`config.mk`:
```
export PLATFORM = sky130hd
export DESIGN_NAME = oscillator_control
export DESIGN_NICKNAME = d
export VERILOG_FILES = /design/src/rtl/oscillator_control_pkg.sv /design/src/rtl/oscillator_control.sv
export VERILOG_INCLUDE_DIRS = /design/src /design/src/rtl
export SDC_FILE = /design/constraint.sdc
export NUM_CORES = 1
export LEC_CHECK = 0
export CORE_UTILIZATION = 55
export DETAILED_ROUTE_END_ITERATION = 12
export DONT_BUFFER_PORTS = 1
export GPL_TIMING_DRIVEN = 1
export PLACE_DENSITY = 0.7
export SKIP_LAST_GASP = 1
export SLEW_MARGIN = 30
export SYNTH_ARGS = -nofsm -noshare
export SYNTH_HDL_FRONTEND = slang
export SYNTH_SLANG_ARGS = --single-unit
```
`constraint.sdc`:
```
create_clock -name clock -period 1.8 [get_ports clock]
set_input_delay 0.27 -clock clock [delete_from_list [all_inputs] [get_ports clock]]
set_output_delay 0.27 -clock clock [all_outputs]
set_load 0.005 [all_outputs]
```
`src/rtl/oscillator_control_map.svh`:
```
// Register offsets, field positions, reset values and timing counts of the oscillator control.
`ifndef OSCILLATOR_CONTROL_MAP_SVH
`define OSCILLATOR_CONTROL_MAP_SVH
`define INT_OSC_MODE_ADDR      16'hFFA0
`define MAIN_OSC_CTRL_ADDR     16'hFFA2
`define INT_OSC_MODE_RESET     8'h00
`define INT_OSC_MODE_STABLE    8'h80
`define MAIN_OSC_CTRL_RESET    8'h80
`define HS_STABLE_BIT          7
`define LS_HALT_BIT            1
`define HS_HALT_BIT            0
`define MAIN_HALT_BIT          7
`define HS_SETTLE_TIME_NS      1000
`define HS_SETTLE_CYCLES       ((`HS_SETTLE_TIME_NS + 24) / 25)
`endif

```
`src/rtl/oscillator_control_pkg.sv`:
```
// Types shared by the oscillator control logic.
package oscillator_control_pkg;
   typedef enum logic [2:0]
   {
      PIN_IO       = 3'h1,
      PIN_CRYSTAL  = 3'h2,
      PIN_EXTERNAL = 3'h4
   } pin_mode_t;
endpackage : oscillator_control_pkg

```
`src/rtl/oscillator_control.sv`:
```
// Oscillator control registers and clock pin mode decoding.
`timescale 1ns/1ps
`include "oscillator_control_map.svh"
// Overview of operation
// - Subclock pins: I/O for 000/010, crystal 001 or force=1, external 011.
// - Internal oscillator register reads 00H after reset, becomes 80H once stable.
// - Bit 7 is read-only stabilization status; writes ignore it.
// - Bit 1 halts the low-speed internal oscillator when 1.
// - Bit 0 halts the high-speed internal oscillator when 1.
// - Main halt bit 7 stops crystal or blocks external main clock when 1.
// - Peripherals stop without their clock and need reinitialising afterwards.
// - Both registers accept single-bit and whole-byte writes.
// - main_clock_status reads 0 on internal oscillator, 1 on high-speed clock.
// - Main pins: I/O if select 0, crystal ext 0 select 1, external both 1.
module oscillator_control
(
   // Clock and reset.
   input  wire logic        clock,
   input  wire logic        rst,
   // CPU register access.
   input  wire logic [15:0] addr,
   input  wire logic        wr_byte,
   input  wire logic        wr_bit,
   input  wire logic [2:0]  bit_index,
   input  wire logic [7:0]  wdata,
   output logic      [7:0]  rdata,
   // Mode bits held in neighbouring registers.
   input  wire logic        subclock_osc_force,
   input  wire logic        subclock_external_select,
   input  wire logic        subclock_pin_select,
   input  wire logic        main_external_clock,
   input  wire logic        main_pin_select,
   input  wire logic        main_clock_select,
   // Oscillator readiness from the analog macro.
   input  wire logic        hs_osc_ready,
   // Oscillator and pin controls.
   output logic             hs_osc_run,
   output logic             ls_osc_run,
   output logic             main_osc_run,
   output logic             main_clock_status,
   output logic [2:0]       subclock_pin_mode,
   output logic [2:0]       main_pin_mode
);

   // ********************************************************************
   // Register state.
   // ********************************************************************
   typedef struct packed
   {
      logic        ready_s1;
      logic        ready_s2;
      logic [15:0] settle;
      logic        hs_stable;
      logic        ls_halt;
      logic        hs_halt;
      logic        main_halt;
      logic        hs_run;
      logic        ls_run;
      logic        main_run;
      logic        clk_status;
      logic [7:0]  rdata;
      logic [2:0]  sub_mode;
      logic [2:0]  main_mode;
   } state_t;

   // Reset image of the main control register; only its halt bit is stored.
   localparam logic [7:0] main_ctrl_reset = `MAIN_OSC_CTRL_RESET;

   state_t     s_q;
   state_t     s_d;
   logic [7:0] int_mode_val;
   logic [7:0] main_ctrl_val;
   logic [7:0] int_mode_new;
   logic [7:0] main_ctrl_new;

   // ********************************************************************
   // Next-state logic.
   // ********************************************************************
   always_comb
   begin
      s_d = s_q;
      s_d.ready_s1   = hs_osc_ready;
      s_d.ready_s2   = s_q.ready_s1;
      s_d.clk_status = main_clock_select;
      int_mode_val  = {s_q.hs_stable, 5'h00, s_q.ls_halt, s_q.hs_halt};
      main_ctrl_val = {s_q.main_halt, 7'h00};
      int_mode_new  = int_mode_val;
      main_ctrl_new = main_ctrl_val;
      // Whole-byte or single-bit write merge.
      if (wr_byte)
      begin
         int_mode_new  = wdata;
         main_ctrl_new = wdata;
      end
      else if (wr_bit)
      begin
         int_mode_new[bit_index]  = wdata[0];
         main_ctrl_new[bit_index] = wdata[0];
      end
      if ((wr_byte || wr_bit) && addr == `INT_OSC_MODE_ADDR)
      begin
         s_d.ls_halt = int_mode_new[`LS_HALT_BIT];
         s_d.hs_halt = int_mode_new[`HS_HALT_BIT];
      end
      else if ((wr_byte || wr_bit) && addr == `MAIN_OSC_CTRL_ADDR)
      begin
         s_d.main_halt = main_ctrl_new[`MAIN_HALT_BIT];
      end
      // Run levels are kept in flops so that every output leaves a register.
      s_d.hs_run   = !s_d.hs_halt;
      s_d.ls_run   = !s_d.ls_halt;
      s_d.main_run = !s_d.main_halt;
      // Stabilization status counts settle time while the oscillator runs and its synchronized readiness is high.
      if (s_q.hs_halt || !s_q.ready_s2)
      begin
         s_d.settle    = 16'h0000;
         s_d.hs_stable = 1'h0;
      end
      else if (s_q.settle < 16'(`HS_SETTLE_CYCLES))
      begin
         s_d.settle = s_q.settle + 16'h0001;
      end
      else
      begin
         s_d.hs_stable = 1'h1;
      end
      // Read data is registered and follows the address one cycle later.
      if (addr == `INT_OSC_MODE_ADDR)
         s_d.rdata = int_mode_val;
      else if (addr == `MAIN_OSC_CTRL_ADDR)
         s_d.rdata = main_ctrl_val;
      else
         s_d.rdata = 8'h00;
      // Subsystem clock pin mode.
      if (subclock_osc_force || (!subclock_external_select && subclock_pin_select))
         s_d.sub_mode = oscillator_control_pkg::PIN_CRYSTAL;
      else if (subclock_external_select && subclock_pin_select)
         s_d.sub_mode = oscillator_control_pkg::PIN_EXTERNAL;
      else
         s_d.sub_mode = oscillator_control_pkg::PIN_IO;
      // Main clock pin mode.
      if (!main_pin_select)
         s_d.main_mode = oscillator_control_pkg::PIN_IO;
      else if (main_external_clock)
         s_d.main_mode = oscillator_control_pkg::PIN_EXTERNAL;
      else
         s_d.main_mode = oscillator_control_pkg::PIN_CRYSTAL;
   end

   // ********************************************************************
   // State register.
   // ********************************************************************
   always_ff @(posedge clock or posedge rst)
   begin
      if (rst)
      begin
         s_q           <= '0;
         s_q.main_halt <= main_ctrl_reset[`MAIN_HALT_BIT];
         s_q.hs_run    <= 1'h1;
         s_q.ls_run    <= 1'h1;
         s_q.main_run  <= !main_ctrl_reset[`MAIN_HALT_BIT];
         s_q.sub_mode  <= oscillator_control_pkg::PIN_IO;
         s_q.main_mode <= oscillator_control_pkg::PIN_IO;
      end
      else
      begin
         s_q <= s_d;
      end
   end

   // ********************************************************************
   // Outputs.
   // ********************************************************************
   assign rdata             = s_q.rdata;
   assign hs_osc_run        = s_q.hs_run;
   assign ls_osc_run        = s_q.ls_run;
   assign main_osc_run      = s_q.main_run;
   assign main_clock_status = s_q.clk_status;
   assign subclock_pin_mode = s_q.sub_mode;
   assign main_pin_mode     = s_q.main_mode;

   // ********************************************************************
   // Checks.
   // ********************************************************************
   chk_status_write_proof: assert property (@(posedge clock) disable iff (rst)
      (wr_byte || wr_bit) && addr == `INT_OSC_MODE_ADDR && s_q.hs_stable && !s_q.hs_halt && s_q.ready_s2
      |=> s_q.hs_stable)
      else $error("Write changed the stabilization status.");
   chk_halt_clears_stable: assert property (@(posedge clock) disable iff (rst)
      s_q.hs_halt |=> !s_q.hs_stable)
      else $error("Stable flag kept while high-speed oscillator halted.");
   chk_stable_needs_run: assert property (@(posedge clock) disable iff (rst)
      s_q.hs_stable |-> $past(!s_q.hs_halt))
      else $error("Stable flag set while high-speed oscillator halted.");
   chk_stable_reads_top: assert property (@(posedge clock) disable iff (rst)
      $past(addr) == `INT_OSC_MODE_ADDR && $past(s_q.hs_stable) |-> rdata[7])
      else $error("Stable status not reflected in read data.");
   chk_unused_zero: assert property (@(posedge clock) disable iff (rst)
      $past(addr) == `INT_OSC_MODE_ADDR |-> rdata[6:2] == 5'h00)
      else $error("Unused bits read nonzero.");
   chk_main_halt_write: assert property (@(posedge clock) disable iff (rst)
      wr_byte && addr == `MAIN_OSC_CTRL_ADDR |=> main_osc_run == !$past(wdata[7]))
      else $error("Main halt byte write not applied.");
   chk_hs_bit_write: assert property (@(posedge clock) disable iff (rst)
      wr_bit && !wr_byte && addr == `INT_OSC_MODE_ADDR && bit_index == 3'h0 |=> hs_osc_run == !$past(wdata[0]))
      else $error("High-speed halt bit write not applied.");
   chk_ls_byte_write: assert property (@(posedge clock) disable iff (rst)
      wr_byte && addr == `INT_OSC_MODE_ADDR |=> ls_osc_run == !$past(wdata[1]))
      else $error("Low-speed halt byte write not applied.");
   chk_sub_force: assert property (@(posedge clock) disable iff (rst)
      subclock_osc_force |=> subclock_pin_mode == oscillator_control_pkg::PIN_CRYSTAL)
      else $error("Forced subclock not crystal mode.");
   chk_main_io: assert property (@(posedge clock) disable iff (rst)
      !main_pin_select |=> main_pin_mode == oscillator_control_pkg::PIN_IO)
      else $error("Main pins not in I/O mode.");
   chk_status_follow: assert property (@(posedge clock) disable iff (rst)
      main_clock_select |=> main_clock_status)
      else $error("Main clock status not following selection.");

endmodule : oscillator_control

```
After elaboration in Yosys (flattened, before gate mapping)
Index checks and enable logic that the tools add are counted.

Flip-flop bits (word level): 40. Latch bits: 0. RAM bits: 0. Memory bits (read-only): 0. Output and inout port bits: 18. Memories kept: 0.

Add/subtract/negate cells: 1. Multipliers: 0. Div/mod/pow operators: 0. Magnitude comparators: 3. Equality and inequality tests: 3. Shift-type cells: 0. Multiplexer cells: 20. Bitwise operators: 0. Reductions and logical operators: 14.

Operators with widths (count): 16-bit == test, second input constant (2); 8-bit two-way mux (4); 17-bit two-way mux (1); 16-bit by 1-bit adder with 16-bit output, second input constant (1); 8-bit bitwise mux (2); 16-bit by 6-bit < comparator with 1-bit output, second input constant (1); 16-bit two-way mux (1); 3-bit two-way mux (4); 2-bit two-way mux (3); 1-bit logical AND (5); 1-bit zero test (5); 3-bit by 4-bit < comparator with 1-bit output, second input constant (1); 1-bit two-way mux (4); 1-bit demux with 3-bit select (1); 3-bit by 1-bit >= comparator with 1-bit output, second input constant (1); 1-bit logical OR (3); 2-bit inequality test, second input constant (1); 2-bit nonzero test (1).

Longest topological paths before layout
Gate-level depths: netlist of run 1.

Word-level depth: 10. Depth in mapped cells: 4.

Worst setup path after synthesis of run 1
No wires, ideal clock.

Path type: input -> register. Start point: in addr[2]. End point: reg s_q, in the netlist int_mode_val[0]. Data arrival time: 1.596 ns. Data required time: 1.672 ns. Slack: 0.076 ns. Stages on the path: 4. Path buffers: 0. Cell sequence: or3_1 > or4_4 > nor3_2 > mux2_1.

RTL lines: start, declared (line oscillator_control.sv:21) `input wire logic [15:0] addr,`; end, declared (line oscillator_control.sv:69) `state_t s_q;`.

Worst setup path in the final report of run 1
Start point: reg s_q[34] (netlist name). End point: reg s_q[25] (netlist name).

Longest elaborated chain between the ends: 2.

RTL lines: 16-bit by 6-bit < comparator with 1-bit output (line oscillator_control.sv:119) `` else if (s_q.settle < 16'(`HS_SETTLE_CYCLES)) ``; 2-bit nonzero test (no line).

No other way between the ends. A chain may end at the register's enable or synchronous reset.

==> parameters.txt, run 1 <==
Parameter                              Value

Status
  Run status    finished clean

Clock network
  H-tree Lvls    2
  Buffers from clock root to sink, at most    2
  Worst-Skew Late Latency    between 0.3 and 0.4 ns
  Post-CTS resize count    0
  TritonCTS buffer count    5
  CTS Sinks    35
  Root buffer cell    sky130_fd_sc_hd__clkbuf_4
  Clock-pin slew on the worst setup and hold paths    0.11 ns
  Setup Fix Bufs, Post-CTS    0
  TritonCTS clock tree    done

Finish
  Fraction of final layout cells sized beyond drive strength 1    0.146
  Layout Area Growth over Synthesis    9.81%
  Final standard cell count with taps included and fillers excluded    about 170
  Number of antenna cells inserted    0
  Fill cell count    198
  Final nets    182
  Util after Layout    0.660
  Post-layout instance area    ~1700 um2

Pwr
  Net switching fraction of the power    0.201
  Sequential power share    0.512
  Clk network pwr share    0.442
  Maximum vdd ir drop    0.000733 V
  Switching Power    0.320 mW
  Pwr Density    937 nW/um2
  Gate power share    0.046
  Final total power    1.59 mW
  Reported leakage power    0.784 nW
  Internal power component    approximately 1.3 mW

STA
  Layout Skew    0.00879 ns
  Portion of the clock cycle consumed by the worst path in the final layout    0.895
  Relative slew slack    0.652
  Setup repair after global routing missed its margin    false
  Finish-stage setup viols    0
  Sum of negative setup slack    0 ns
  Tmin final    about 1.6 ns
  Achievable Freq    621 MHz
  Post-route worst setup slack    ~0.19 ns
  Transition at the pin with the smallest max-transition slack    0.521 ns
  Count of endpoints failing hold in the final timing report    0
  Final number of max-transition violations    0
  WHS    0.0278 ns

Global route
  Global router's overall resource usage    0.189
  Aggregate global routing overflow    0
  Largest net degree at the start of global routing    36
  Wire length of the first global-routing pass    3.73 mm
  Initial antenna violation count    0
  Vias in the first global route    901

Synthesis
  Yosys warning total    0
  Count of mapped cells out of synthesis    between 100 and 150
  Post-synth EDFFs    0
  Yosys reg bits    35
  Mean instance size in the synthesized netlist    11.4 um2
  Sequential cell area fraction in the yosys report    0.571
  Unique masters post-synth    38
  Netlist Area Pre-Place    1540 um2
  Post-synthesis async set-or-reset flop share    1.00
  Primary FF master, synth    sky130_fd_sc_hd__dfrtp_1

Routing
  DRT Pass-1 Iters    4
  Routed vias    980
  Count of antenna-violating nets left after detailed routing    0
  Residual DRC count    0
  Number of design-rule violations left by the first detailed-router iteration    7
  Average wire per cell in the routed design    between 10 and 15 um
  Post-DR vias/cell    approximately 5.6
  Final Routed Wirelength    2.47 mm

Worst hold path
  Worst min-delay path class    input port to register

Critical path
  Crit path required time    about 2.1 ns
  Startpoint-to-endpoint class of the critical path    register to register
  Maximum fanout along the worst path    7
  CP startpoint kind    register
  Nature of the critical path endpoint    register
  CP Data Arrival Time    1.88 ns

Floorplanning
  Top-level port count    56
  Core Rows    18
  Die boundary height    55.0 um
  Die outline width    55.0 um
  Core region area    between 2000 and 3000 um2
  Starting Density    0.601
  Overall die area    3020 um2

Place
  Post-Place Cells    158
  Final estimated routing congestion in global placement    0.735
  Post-Place Worst Slack    0.0517 ns
  HPWL Detailed    1.64 mm
  Post-place instance area    1510 um2
  Port Buffer Count    0

Job
  Max-cap violations    0
## cell usage after synthesis, types with 2 or more instances
| library cell | number | area [um2] |
|---|---|---|
| sky130_fd_sc_hd__or3_1 | 4 | 25.0 |
| sky130_fd_sc_hd__o21ai_0 | 3 | 15.0 |
| sky130_fd_sc_hd__or4_1 | 2 | 15.0 |
| sky130_fd_sc_hd__nand4b_1 | 2 | 17.5 |
| sky130_fd_sc_hd__a21oi_1 | 5 | 25.0 |
| sky130_fd_sc_hd__and2_1 | 13 | 81.3 |
| sky130_fd_sc_hd__nand3_1 | 3 | 15.0 |
| sky130_fd_sc_hd__nor4_1 | 4 | 25.0 |
| sky130_fd_sc_hd__a21o_1 | 2 | 15.0 |
| sky130_fd_sc_hd__dfstp_2 | 5 | 131 |
| sky130_fd_sc_hd__nor2_1 | 11 | 41.3 |
| sky130_fd_sc_hd__buf_4 | 14 | 105 |
| sky130_fd_sc_hd__nand4_1 | 3 | 18.8 |
| sky130_fd_sc_hd__dfrtp_1 | 30 | 751 |
| sky130_fd_sc_hd__mux2i_1 | 4 | 40.0 |
| sky130_fd_sc_hd__inv_1 | 6 | 22.5 |
| sky130_fd_sc_hd__nand2_1 | 3 | 11.3 |
| sky130_fd_sc_hd__mux2_1 | 2 | 22.5 |
## state kept, by name, summed over array words and instances, names as in the netlist, named ones only
name	count
rdata	3
s_d	1
main_pin_mode	3
hs_osc_run	1
ls_osc_run	1
s_q	17
int_mode_val	2
main_osc_run	1
main_clock_status	1
subclock_pin_mode	3
## layer usage
| layer | part of all wire | vias to the layer above | global-route usage |
|---|---|---|---|
| li1 | - | 466 | - |
| met2 | 0.52 | 28 | 0.323 |
| met3 | 0.045 | 4 | 0.0574 |
| met4 | 0.0089 | 0 | 0.125 |
| met1 | 0.42 | 482 | 0.200 |
| met5 | 0 | - | 0 |
## power by group through the flow
stage | clock [mW] | sequential, mW | combinational [mW]
2_1_floorplan | 0 | 0.824 | 0.0673
3_5_place_dp | 0 | 0.828 | 0.0598
6_report | 0.703 | 0.813 | 0.0734
4_1_cts | 0.719 | 0.813 | 0.0744
3_3_place_gp | 0 | 0.827 | 0.0573
5_1_grt | 0.752 | 0.816 | 0.0856
## cell type report
class | instances | area [um2] | area share
sequential | 35 | 882 | 0.520
multi-input combinational | 84 | 546 | 0.322
timing repair buffer | 11 | 103 | 0.0605
clock inverter | 3 | 67.6 | 0.0399
clock buffer | 5 | 37.5 | 0.0221
tap | 30 | 37.5 | 0.0221
inverter | 6 | 22.5 | 0.0133
## cells in the final DEF, fill, tap and decap left out, types with 3 or more instances in the layout
cell and n:
sky130_fd_sc_hd__dfrtp_1 30, sky130_fd_sc_hd__and2_1 13, sky130_fd_sc_hd__nor2_1 11, sky130_fd_sc_hd__dlygate4sd3_1 8, sky130_fd_sc_hd__inv_1 6, sky130_fd_sc_hd__a21oi_1 5, sky130_fd_sc_hd__dfstp_2 5, sky130_fd_sc_hd__conb_1 5
sky130_fd_sc_hd__clkbuf_4 5, sky130_fd_sc_hd__nor4_1 4, sky130_fd_sc_hd__or3_1 4, sky130_fd_sc_hd__mux2i_1 4, sky130_fd_sc_hd__nand4_1 3, sky130_fd_sc_hd__nand3_1 3, sky130_fd_sc_hd__nand2_1 3, sky130_fd_sc_hd__o21ai_0 3
sky130_fd_sc_hd__buf_4 3
## worst max-delay path, stage by stage (launching register included)
cell and delay, ns:
sky130_fd_sc_hd__dfrtp_1 0.40, sky130_fd_sc_hd__nor4_1 0.31, sky130_fd_sc_hd__nand4_1 0.28, sky130_fd_sc_hd__or3_1 0.41, sky130_fd_sc_hd__a21oi_1 0.14
## path summary, 6_finish.rpt
path                                          start  slack (ns)  cells past startpoint              endpoint
min in group asynchronous                       rst        0.45                      3      main_pin_mode[2]
worst min register to register              s_d[38]        0.36                      0               s_q[38]
worst min-delay path            subclock_pin_select        0.03                      2  subclock_pin_mode[2]
worst max-delay path                        s_q[34]        0.19                      4               s_q[25]
worst max register to register              s_q[34]        0.19                      4               s_q[25]
max in group asynchronous                       rst        1.02                      3             async pin
## repair_timing
action	CTS	global route
hold buffers	8	0
setup endpoints to repair	0	0
endpoints found under the hold margin	38	0
## logic make-up (layout without fill, tap and decap cells)
family,Yosys count,after routing,share of synthesized area
XOR/XNOR,1,1,0.00567
AND/OR/NAND/NOR,53,53,0.211
flip-flops,35,35,0.571
multiplexers,7,7,0.0478
other,1,5,0.00243
adder cells (fa/ha/maj),1,1,0.00810
AO/OA/AOI/OAI,17,17,0.0689
buffers and inverters,21,25,0.0851
Note: power is estimated with default switching activity, not from simulation.
==> run 2: changes to the inputs <==
Settings changed: ABC_AREA set to 1.
==> run 2 against run 1 <==
Net effect: maximum frequency grew 33%; first-iteration DRC count grew to 9.0 times the previous value; critical path depth shrank 1; final cell count grew 51%; cell area grew 11%; highest routed layer unchanged; total power shrank 13%; non-clock buffer count shrank 1; routed wire length grew 17%; combinational power grew 35%; sequential power is essentially flat; sequential cell count is the same; via count grew 32%.
==> parameters.txt, run 2 <==
Parameter                              Value

Critical path
  FF-to-FF setup slack    0.61 ns (was 0.19 ns)
  CP startpoint kind    input port (was register)
  Startpoint-to-endpoint class of the critical path    input port to register (was register to register)
  Maximum fanout along the worst path    3 (was 7)
  Longest individual stage delay on the worst path    0.55 ns (was 0.41 ns)
  CP Data Arrival Time    1.48 ns (was 1.88 ns)
  Largest delay share family, worst path    buffers and inverters (was simple AND/OR/NAND/NOR gates)
  Cell-by-cell listing of the critical path    dlygate4sd3_1 -> a21oi_1 -> dlygate4sd3_1 (was nor4_1 -> nand4_1 -> or3_1 -> a21oi_1)
  Crit path required time    2.07 ns (about the same)
  Sum of buffers and inverters on the critical path    2 (was 0)
  Max stage delay cell, worst path    sky130_fd_sc_hd__dlygate4sd3_1 (was sky130_fd_sc_hd__or3_1)
  Library cell appearing most often on the critical path    sky130_fd_sc_hd__dlygate4sd3_1
  Nature of the critical path endpoint    register (unchanged)

Finish
  Post-layout instance area    1880 um2 (was 1700 um2)
  Commonest non-fill, non-tap cells in the layout    sky130_fd_sc_hd__nand2_1, sky130_fd_sc_hd__nor2_1, sky130_fd_sc_hd__dfrtp_1 (was sky130_fd_sc_hd__dfrtp_1, sky130_fd_sc_hd__and2_1, sky130_fd_sc_hd__nor2_1)
  Fraction of final layout cells sized beyond drive strength 1    0.146 (about the same)
  Number of antenna cells inserted    0 (unchanged)
  Final standard cell count with taps included and fillers excluded    263 (was 174)
  Flip-flop count of the largest register, all copies and words added    17 (unchanged)
  Combined area of the multi-input logic cells    636 um2 (was 546 um2)
  Final nets    257 (was 182)
  Fill cell count    265 (was 198)
  Layout Area Growth over Synthesis    8.04% (was 9.81%)
  Util after Layout    0.622 (was 0.660)
  Flip-flop and latch area    882 um2 (unchanged)
  Most frequent standard cell in the layout excluding fill and tap cells    sky130_fd_sc_hd__nand2_1 (was sky130_fd_sc_hd__dfrtp_1)
  Largest Register    s_q (unchanged)

Pwr
  Final total power    1.39 mW (was 1.59 mW)
  Sequential power share    0.588 (was 0.512)
  Gate power share    0.071 (was 0.046)
  Internal power component    1.07 mW (was 1.27 mW)
  Maximum vdd ir drop    0.000589 V (was 0.000733 V)
  Reported leakage power    0.935 nW (was 0.784 nW)
  Switching Power    0.314 mW (was 0.320 mW)
  Clk network pwr share    0.341 (was 0.442)
  Net switching fraction of the power    0.226 (was 0.201)
  Pwr Density    736 nW/um2 (was 937 nW/um2)

Synthesis
  Unique masters post-synth    26 (was 38)
  Top post-synthesis cells by count    sky130_fd_sc_hd__nand2_1, sky130_fd_sc_hd__nor2_1, sky130_fd_sc_hd__dfrtp_1 (was sky130_fd_sc_hd__dfrtp_1, sky130_fd_sc_hd__buf_4, sky130_fd_sc_hd__and2_1)
  Count of mapped cells out of synthesis    212 (was 136)
  Netlist Area Pre-Place    1740 um2 (was 1540 um2)
  Sequential cell area fraction in the yosys report    0.506 (was 0.571)
  Yosys warning total    0 (unchanged)
  Top cell type's share of synthesized area    0.431 (was 0.486)
  Post-synthesis async set-or-reset flop share    1.00 (unchanged)
  Largest cells by area after synthesis    sky130_fd_sc_hd__dfrtp_1, sky130_fd_sc_hd__nand2_1, sky130_fd_sc_hd__dfstp_2 (was sky130_fd_sc_hd__dfrtp_1, sky130_fd_sc_hd__dfstp_2, sky130_fd_sc_hd__buf_4)
  Yosys reg bits    35 (unchanged)
  Primary FF master, synth    sky130_fd_sc_hd__dfrtp_1 (unchanged)
  Top cell type by total area after synthesis    sky130_fd_sc_hd__dfrtp_1 (unchanged)
  Most common cell in the netlist    sky130_fd_sc_hd__nand2_1 (was sky130_fd_sc_hd__dfrtp_1)
  Post-synth EDFFs    0 (unchanged)
  Mean instance size in the synthesized netlist    8.22 um2 (was 11.4 um2)

Clock network
  Worst-Skew Late Latency    0.32 ns (was 0.34 ns)
  Root buffer cell    sky130_fd_sc_hd__clkbuf_4 (unchanged)
  TritonCTS clock tree    done (unchanged)
  TritonCTS buffer count    5 (unchanged)
  H-tree Lvls    2 (unchanged)
  CTS Sinks    35 (unchanged)
  Buffers from clock root to sink, at most    2 (unchanged)
  Clock-pin slew on the worst setup and hold paths    0.11 ns (about the same)

Job
  Max-cap violations    0 (unchanged)

STA
  Achievable Freq    823 MHz (was 621 MHz)
  Tmin final    1.21 ns (was 1.61 ns)
  Setup repair after global routing missed its margin    false (unchanged)
  WHS    0.0404 ns (was 0.0278 ns)
  Count of endpoints failing hold in the final timing report    0 (unchanged)
  Sum of negative setup slack    0 ns (unchanged)
  Layout Skew    0.00931 ns (was 0.00879 ns)
  Final number of max-transition violations    0 (unchanged)
  Post-route worst setup slack    0.585 ns (was 0.189 ns)
  Portion of the clock cycle consumed by the worst path in the final layout    0.675 (was 0.895)
  Finish-stage setup viols    0 (unchanged)

Place
  Post-Place Cells    247 (was 158)
  Post-Place Worst Slack    0.613 ns (was 0.0517 ns)
  Port Buffer Count    0 (unchanged)
  HPWL Detailed    2.22 mm (was 1.64 mm)
  Post-place instance area    1730 um2 (was 1510 um2)
  Final estimated routing congestion in global placement    0.838 (was 0.735)

Routing
  DRT Pass-1 Iters    4 (unchanged)
  Final Routed Wirelength    2.90 mm (was 2.47 mm)
  Residual DRC count    0 (unchanged)
  Post-DR vias/cell    4.91 (was 5.63)
  Routed vias    1291 (was 980)
  Count of antenna-violating nets left after detailed routing    0 (unchanged)
  Number of design-rule violations left by the first detailed-router iteration    63 (was 7)
  Average wire per cell in the routed design    11.0 um (was 14.2 um)

Floorplanning
  Core Rows    20 (was 18)
  Top-level port count    56 (unchanged)
  Die outline width    58.3 um (was 55.0 um)
  Core region area    3030 um2 (was 2570 um2)
  Starting Density    0.576 (was 0.601)
  Die boundary height    58.3 um (was 55.0 um)
  Overall die area    3400 um2 (was 3020 um2)

Global route
  Wire length of the first global-routing pass    4.95 mm (was 3.73 mm)
  Initial antenna violation count    0 (unchanged)
  Global router's overall resource usage    0.192 (was 0.189)
  Aggregate global routing overflow    0 (unchanged)
  Met2 demand-to-capacity share in global routing    0.333 (was 0.323)
  Vias in the first global route    1222 (was 901)
  Met3 Use GR    0.0484 (was 0.0574)
  Met1 usage    0.223 (was 0.200)
  Routing layer with the top usage in global route    met2 (unchanged)
  Largest net degree at the start of global routing    25 (was 36)

Worst hold path
  Worst min-delay path class    input port to register (unchanged)

Status
  Run status    finished clean (unchanged)
run 2: cell types whose count changed in the layout (fill, tap and decap cells not counted), moves of 5 or more:
cell	change
sky130_fd_sc_hd__and2_1	-13
sky130_fd_sc_hd__nand2_1	+40
sky130_fd_sc_hd__nand4_1	+5
sky130_fd_sc_hd__nand2_2	+6
sky130_fd_sc_hd__inv_1	+23
sky130_fd_sc_hd__nand3_1	+18
sky130_fd_sc_hd__nor2_1	+20
run 2: layout make-up:
class                      count  share of cell area
clock buffer                   7              0.0346
sequential                    35               0.468
timing repair buffer          10              0.0571
inverter                      34              0.0691
multi-input combinational    132               0.338
tap                           44              0.0292
clock inverter                 1             0.00399
run 2: path summary, 6_finish.rpt:
path                                     startpoint                    to  cells past startpoint
worst min-delay path                main_pin_select      main_pin_mode[2]                      2
worst max-delay path            subclock_pin_select  subclock_pin_mode[0]                      3
worst max register to register              s_q[22]               s_q[26]                      6
worst min register to register              s_d[38]               s_q[38]                      0
max in group asynchronous                       rst            ls_osc_run                      3
min in group asynchronous                       rst      main_pin_mode[2]                      2
run 2: power groups by stage:
stage               Sequential, mW  Clock (mW)  Combinational, mW
CTS                          0.815       0.489              0.100
global route                 0.817       0.528              0.115
detailed placement           0.830           0             0.0855
finish                       0.814       0.473             0.0990
global placement             0.828           0             0.0804
floorplan                    0.826           0             0.0843
run 2: metal layers:
metal,up-vias,part of all wire
li1,648,-
met5,-,0
met1,592,0.41
met4,0,0.018
met3,6,0.053
met2,45,0.52
run 2: cell families (layout without fill, tap and decap cells):
group / Yosys count / in the layout / share of synthesized area
adders and majority gates: 1 / 1 / 0.00718
other: 1 / 5 / 0.00215
buffers and inverters: 49 / 52 / 0.138
and+or+nand+nor: 115 / 115 / 0.303
xor gates and xnor gates: 3 / 3 / 0.0151
AOI/OAI and AO/OA: 8 / 8 / 0.0287
DFF: 35 / 35 / 0.506
run 2: what timing repair did:
action                    CTS  global route
buffers inserted            0             0
hold endpoints to repair   13             0
hold buffers                8             0
resized for setup           0             0
==> run 3: changes to the inputs <==
Settings changed: ABC_AREA 1 to 0.
Clock period 1.8 ns to 1.2 ns, I/O delays scaled along.
==> run 3 against run 2 <==
Net effect: the run now ends with negative setup slack left; non-clock buffer count up 11; utilization up 7.7 points; cell area is 4.7% lower; worst hold slack worse by 0.016 ns; die area down 11%; final cell count shrank 30%; critical path depth increased by 2; largest power group unchanged; combinational power up 29%; first-iteration DRC count decreased by 60%; setup slack lost 0.92 ns.
==> parameters.txt, run 3 (synthesized netlist as in run 1, its figures left out) <==
Parameter                              Value

Pwr
  Reported leakage power    0.833 nW (was 0.935 nW)
  Pwr Density    1210 nW/um2 (was 736 nW/um2)
  Maximum vdd ir drop    0.000981 V (was 0.000589 V)
  Final total power    2.17 mW (was 1.39 mW)

STA
  Post-route worst setup slack    -0.330 ns (was 0.585 ns)
  Finish-stage setup viols    9 (was 0)
  Setup repair after global routing missed its margin    true (was false)
  Tmin final    1.53 ns
  Final number of max-transition violations    0 (unchanged)
  Achievable Freq    654 MHz
  Count of endpoints failing hold in the final timing report    0 (unchanged)
  Layout Skew    0.00665 ns (was 0.00931 ns)
  Portion of the clock cycle consumed by the worst path in the final layout    1.28
  WHS    0.0245 ns (was 0.0404 ns)

Critical path
  CP startpoint kind    register (was input port)
  Cell-by-cell listing of the critical path    nor4_2 -> nand4_1 -> buf_4 -> o21ai_0 -> a21oi_1 (was dlygate4sd3_1 -> a21oi_1 -> dlygate4sd3_1)
  Sum of buffers and inverters on the critical path    1 (was 2)
  Nature of the critical path endpoint    register (unchanged)
  Max stage delay cell, worst path    sky130_fd_sc_hd__dfrtp_1 (was sky130_fd_sc_hd__dlygate4sd3_1)
  CP Data Arrival Time    1.75 ns (was 1.48 ns)
  Maximum fanout along the worst path    6 (was 3)
  Longest individual stage delay on the worst path    0.40 ns (was 0.55 ns)
  Largest delay share family, worst path    simple AND/OR/NAND/NOR gates (was buffers and inverters)
  Crit path required time    1.42 ns (was 2.07 ns)
  Startpoint-to-endpoint class of the critical path    register to register (was input port to register)

Place
  Final estimated routing congestion in global placement    0.754 (was 0.838)
  HPWL Detailed    1.88 mm (was 2.22 mm)
  Port Buffer Count    0 (unchanged)

Global route
  Wire length of the first global-routing pass    4.33 mm (was 4.95 mm)
  Initial antenna violation count    0 (unchanged)
  Aggregate global routing overflow    0 (unchanged)
  Global router's overall resource usage    0.210 (was 0.192)
  Vias in the first global route    1010 (was 1222)
  Largest net degree at the start of global routing    20 (was 25)

Finish
  Layout Area Growth over Synthesis    16.3% (was 8.04%)
  Fraction of final layout cells sized beyond drive strength 1    0.234 (was 0.146)
  Final nets    192 (was 257)
  Fill cell count    193 (was 265)
  Number of antenna cells inserted    0 (unchanged)
  Flip-flop count of the largest register, all copies and words added    17 (unchanged)
  Most frequent standard cell in the layout excluding fill and tap cells    sky130_fd_sc_hd__dfrtp_1 (was sky130_fd_sc_hd__nand2_1)
  Largest Register    s_q (unchanged)
  Commonest non-fill, non-tap cells in the layout    sky130_fd_sc_hd__dfrtp_1, sky130_fd_sc_hd__and2_1, sky130_fd_sc_hd__nor2_1, sky130_fd_sc_hd__buf_4, sky130_fd_sc_hd__dlygate4sd3_1 (was sky130_fd_sc_hd__nand2_1, sky130_fd_sc_hd__nor2_1, sky130_fd_sc_hd__dfrtp_1)

Clock network
  Root buffer cell    sky130_fd_sc_hd__clkbuf_4 (unchanged)
  TritonCTS buffer count    5 (unchanged)
  TritonCTS clock tree    done (unchanged)
  Setup Fix Bufs, Post-CTS    0 (unchanged)
  Worst-Skew Late Latency    0.33 ns (was 0.32 ns)
  CTS Sinks    35 (unchanged)
  Clock-pin slew on the worst setup and hold paths    0.11 ns (about the same)
  H-tree Lvls    2 (unchanged)
  Buffers from clock root to sink, at most    2 (unchanged)

Routing
  Average wire per cell in the routed design    14.8 um (was 11.0 um)
  Residual DRC count    0 (unchanged)
  Count of antenna-violating nets left after detailed routing    0 (unchanged)
  Final Routed Wirelength    2.72 mm (was 2.90 mm)
  DRT Pass-1 Iters    5 (was 4)
  Routed vias    1041 (was 1291)
  Post-DR vias/cell    5.66 (was 4.91)
  Number of design-rule violations left by the first detailed-router iteration    25 (was 63)

Job
  Max-cap violations    0 (unchanged)

Floorplanning
  Die boundary height    55.0 um (was 58.3 um)
  Top-level port count    56 (unchanged)
  Die outline width    55.0 um (was 58.3 um)
  Starting Density    0.601 (was 0.576)
  Core Rows    18 (was 20)
  Core region area    2570 um2 (was 3030 um2)
  Overall die area    3020 um2 (was 3400 um2)

Status
  Run status    finished with violations (was finished clean)
  Violated checks    negative setup slack

Worst hold path
  Worst min-delay path class    input port to register (unchanged)
## run 3: metrics by stage
stage | cell area [um2] | std cells | setup WS [ns] | setup TNS (ns) | utilization
finish | 1800 | 184 | -0.330 | -1.97 | 0.699
global route | 1800 | 184 | -0.415 | -2.68 | 0.699
global placement | 1580 | 166 | -0.424 | -4.10 | 0.615
CTS | 1780 | 184 | -0.343 | -2.14 | 0.692
detailed placement | 1580 | 166 | -0.445 | -4.46 | 0.615
floorplan | 1570 | 140 | -0.425 | -2.16 | -
## run 3: layout make-up
type / instances / area [um2] / area share
inverter: 6 / 22.5 / 0.0125
clock buffer: 5 / 37.5 / 0.0209
timing repair buffer: 21 / 183 / 0.102
tap: 30 / 37.5 / 0.0209
sequential: 35 / 882 / 0.491
multi-input combinational: 84 / 589 / 0.328
clock inverter: 3 / 43.8 / 0.0244
## run 3: repair_timing
item,4_1_cts,5_1_grt
pin swaps,3,4
hold buffers,10,0
gates resized for setup,3,3
hold endpoints to repair,41,0
endpoints found under the setup margin,9,10
## run 3: per-layer routing
layer	GRT usage	wire length [um]	up-vias
met3	0.0738	173	10
met2	0.365	1400	41
met1	0.236	1100	504
li1	-	-	486
met4	0.0750	55	0
met5	0	0	-
## run 3: final timing paths
kind                                           from                    to  slack, ns  cells after the start
min                        subclock_external_select  subclock_pin_mode[1]       0.02                      2
min in group asynchronous                       rst  subclock_pin_mode[1]       0.16                      2
max reg2reg                                 s_q[37]               s_q[26]      -0.33                      5
max                                         s_q[37]               s_q[26]      -0.33                      5
min reg2reg                                 s_d[38]               s_q[38]       0.36                      0
max in group asynchronous                       rst               s_d[38]       0.56                      3
## run 3: worst reg2reg max path: cells and delay by family (launching register included)
kind,cells,cell delay [ns]
buffers and inverters,1,0.22
and+or+nand+nor,2,0.52
AOI/OAI and AO/OA,2,0.27
DFF,1,0.40
## run 3: power by group
part | switching (mW) | total (mW) | internal [mW]
Combinational | 0.0657 | 0.128 | 0.0622
Clock | 0.384 | 0.822 | 0.438
Sequential | 0.0146 | 1.22 | 1.21
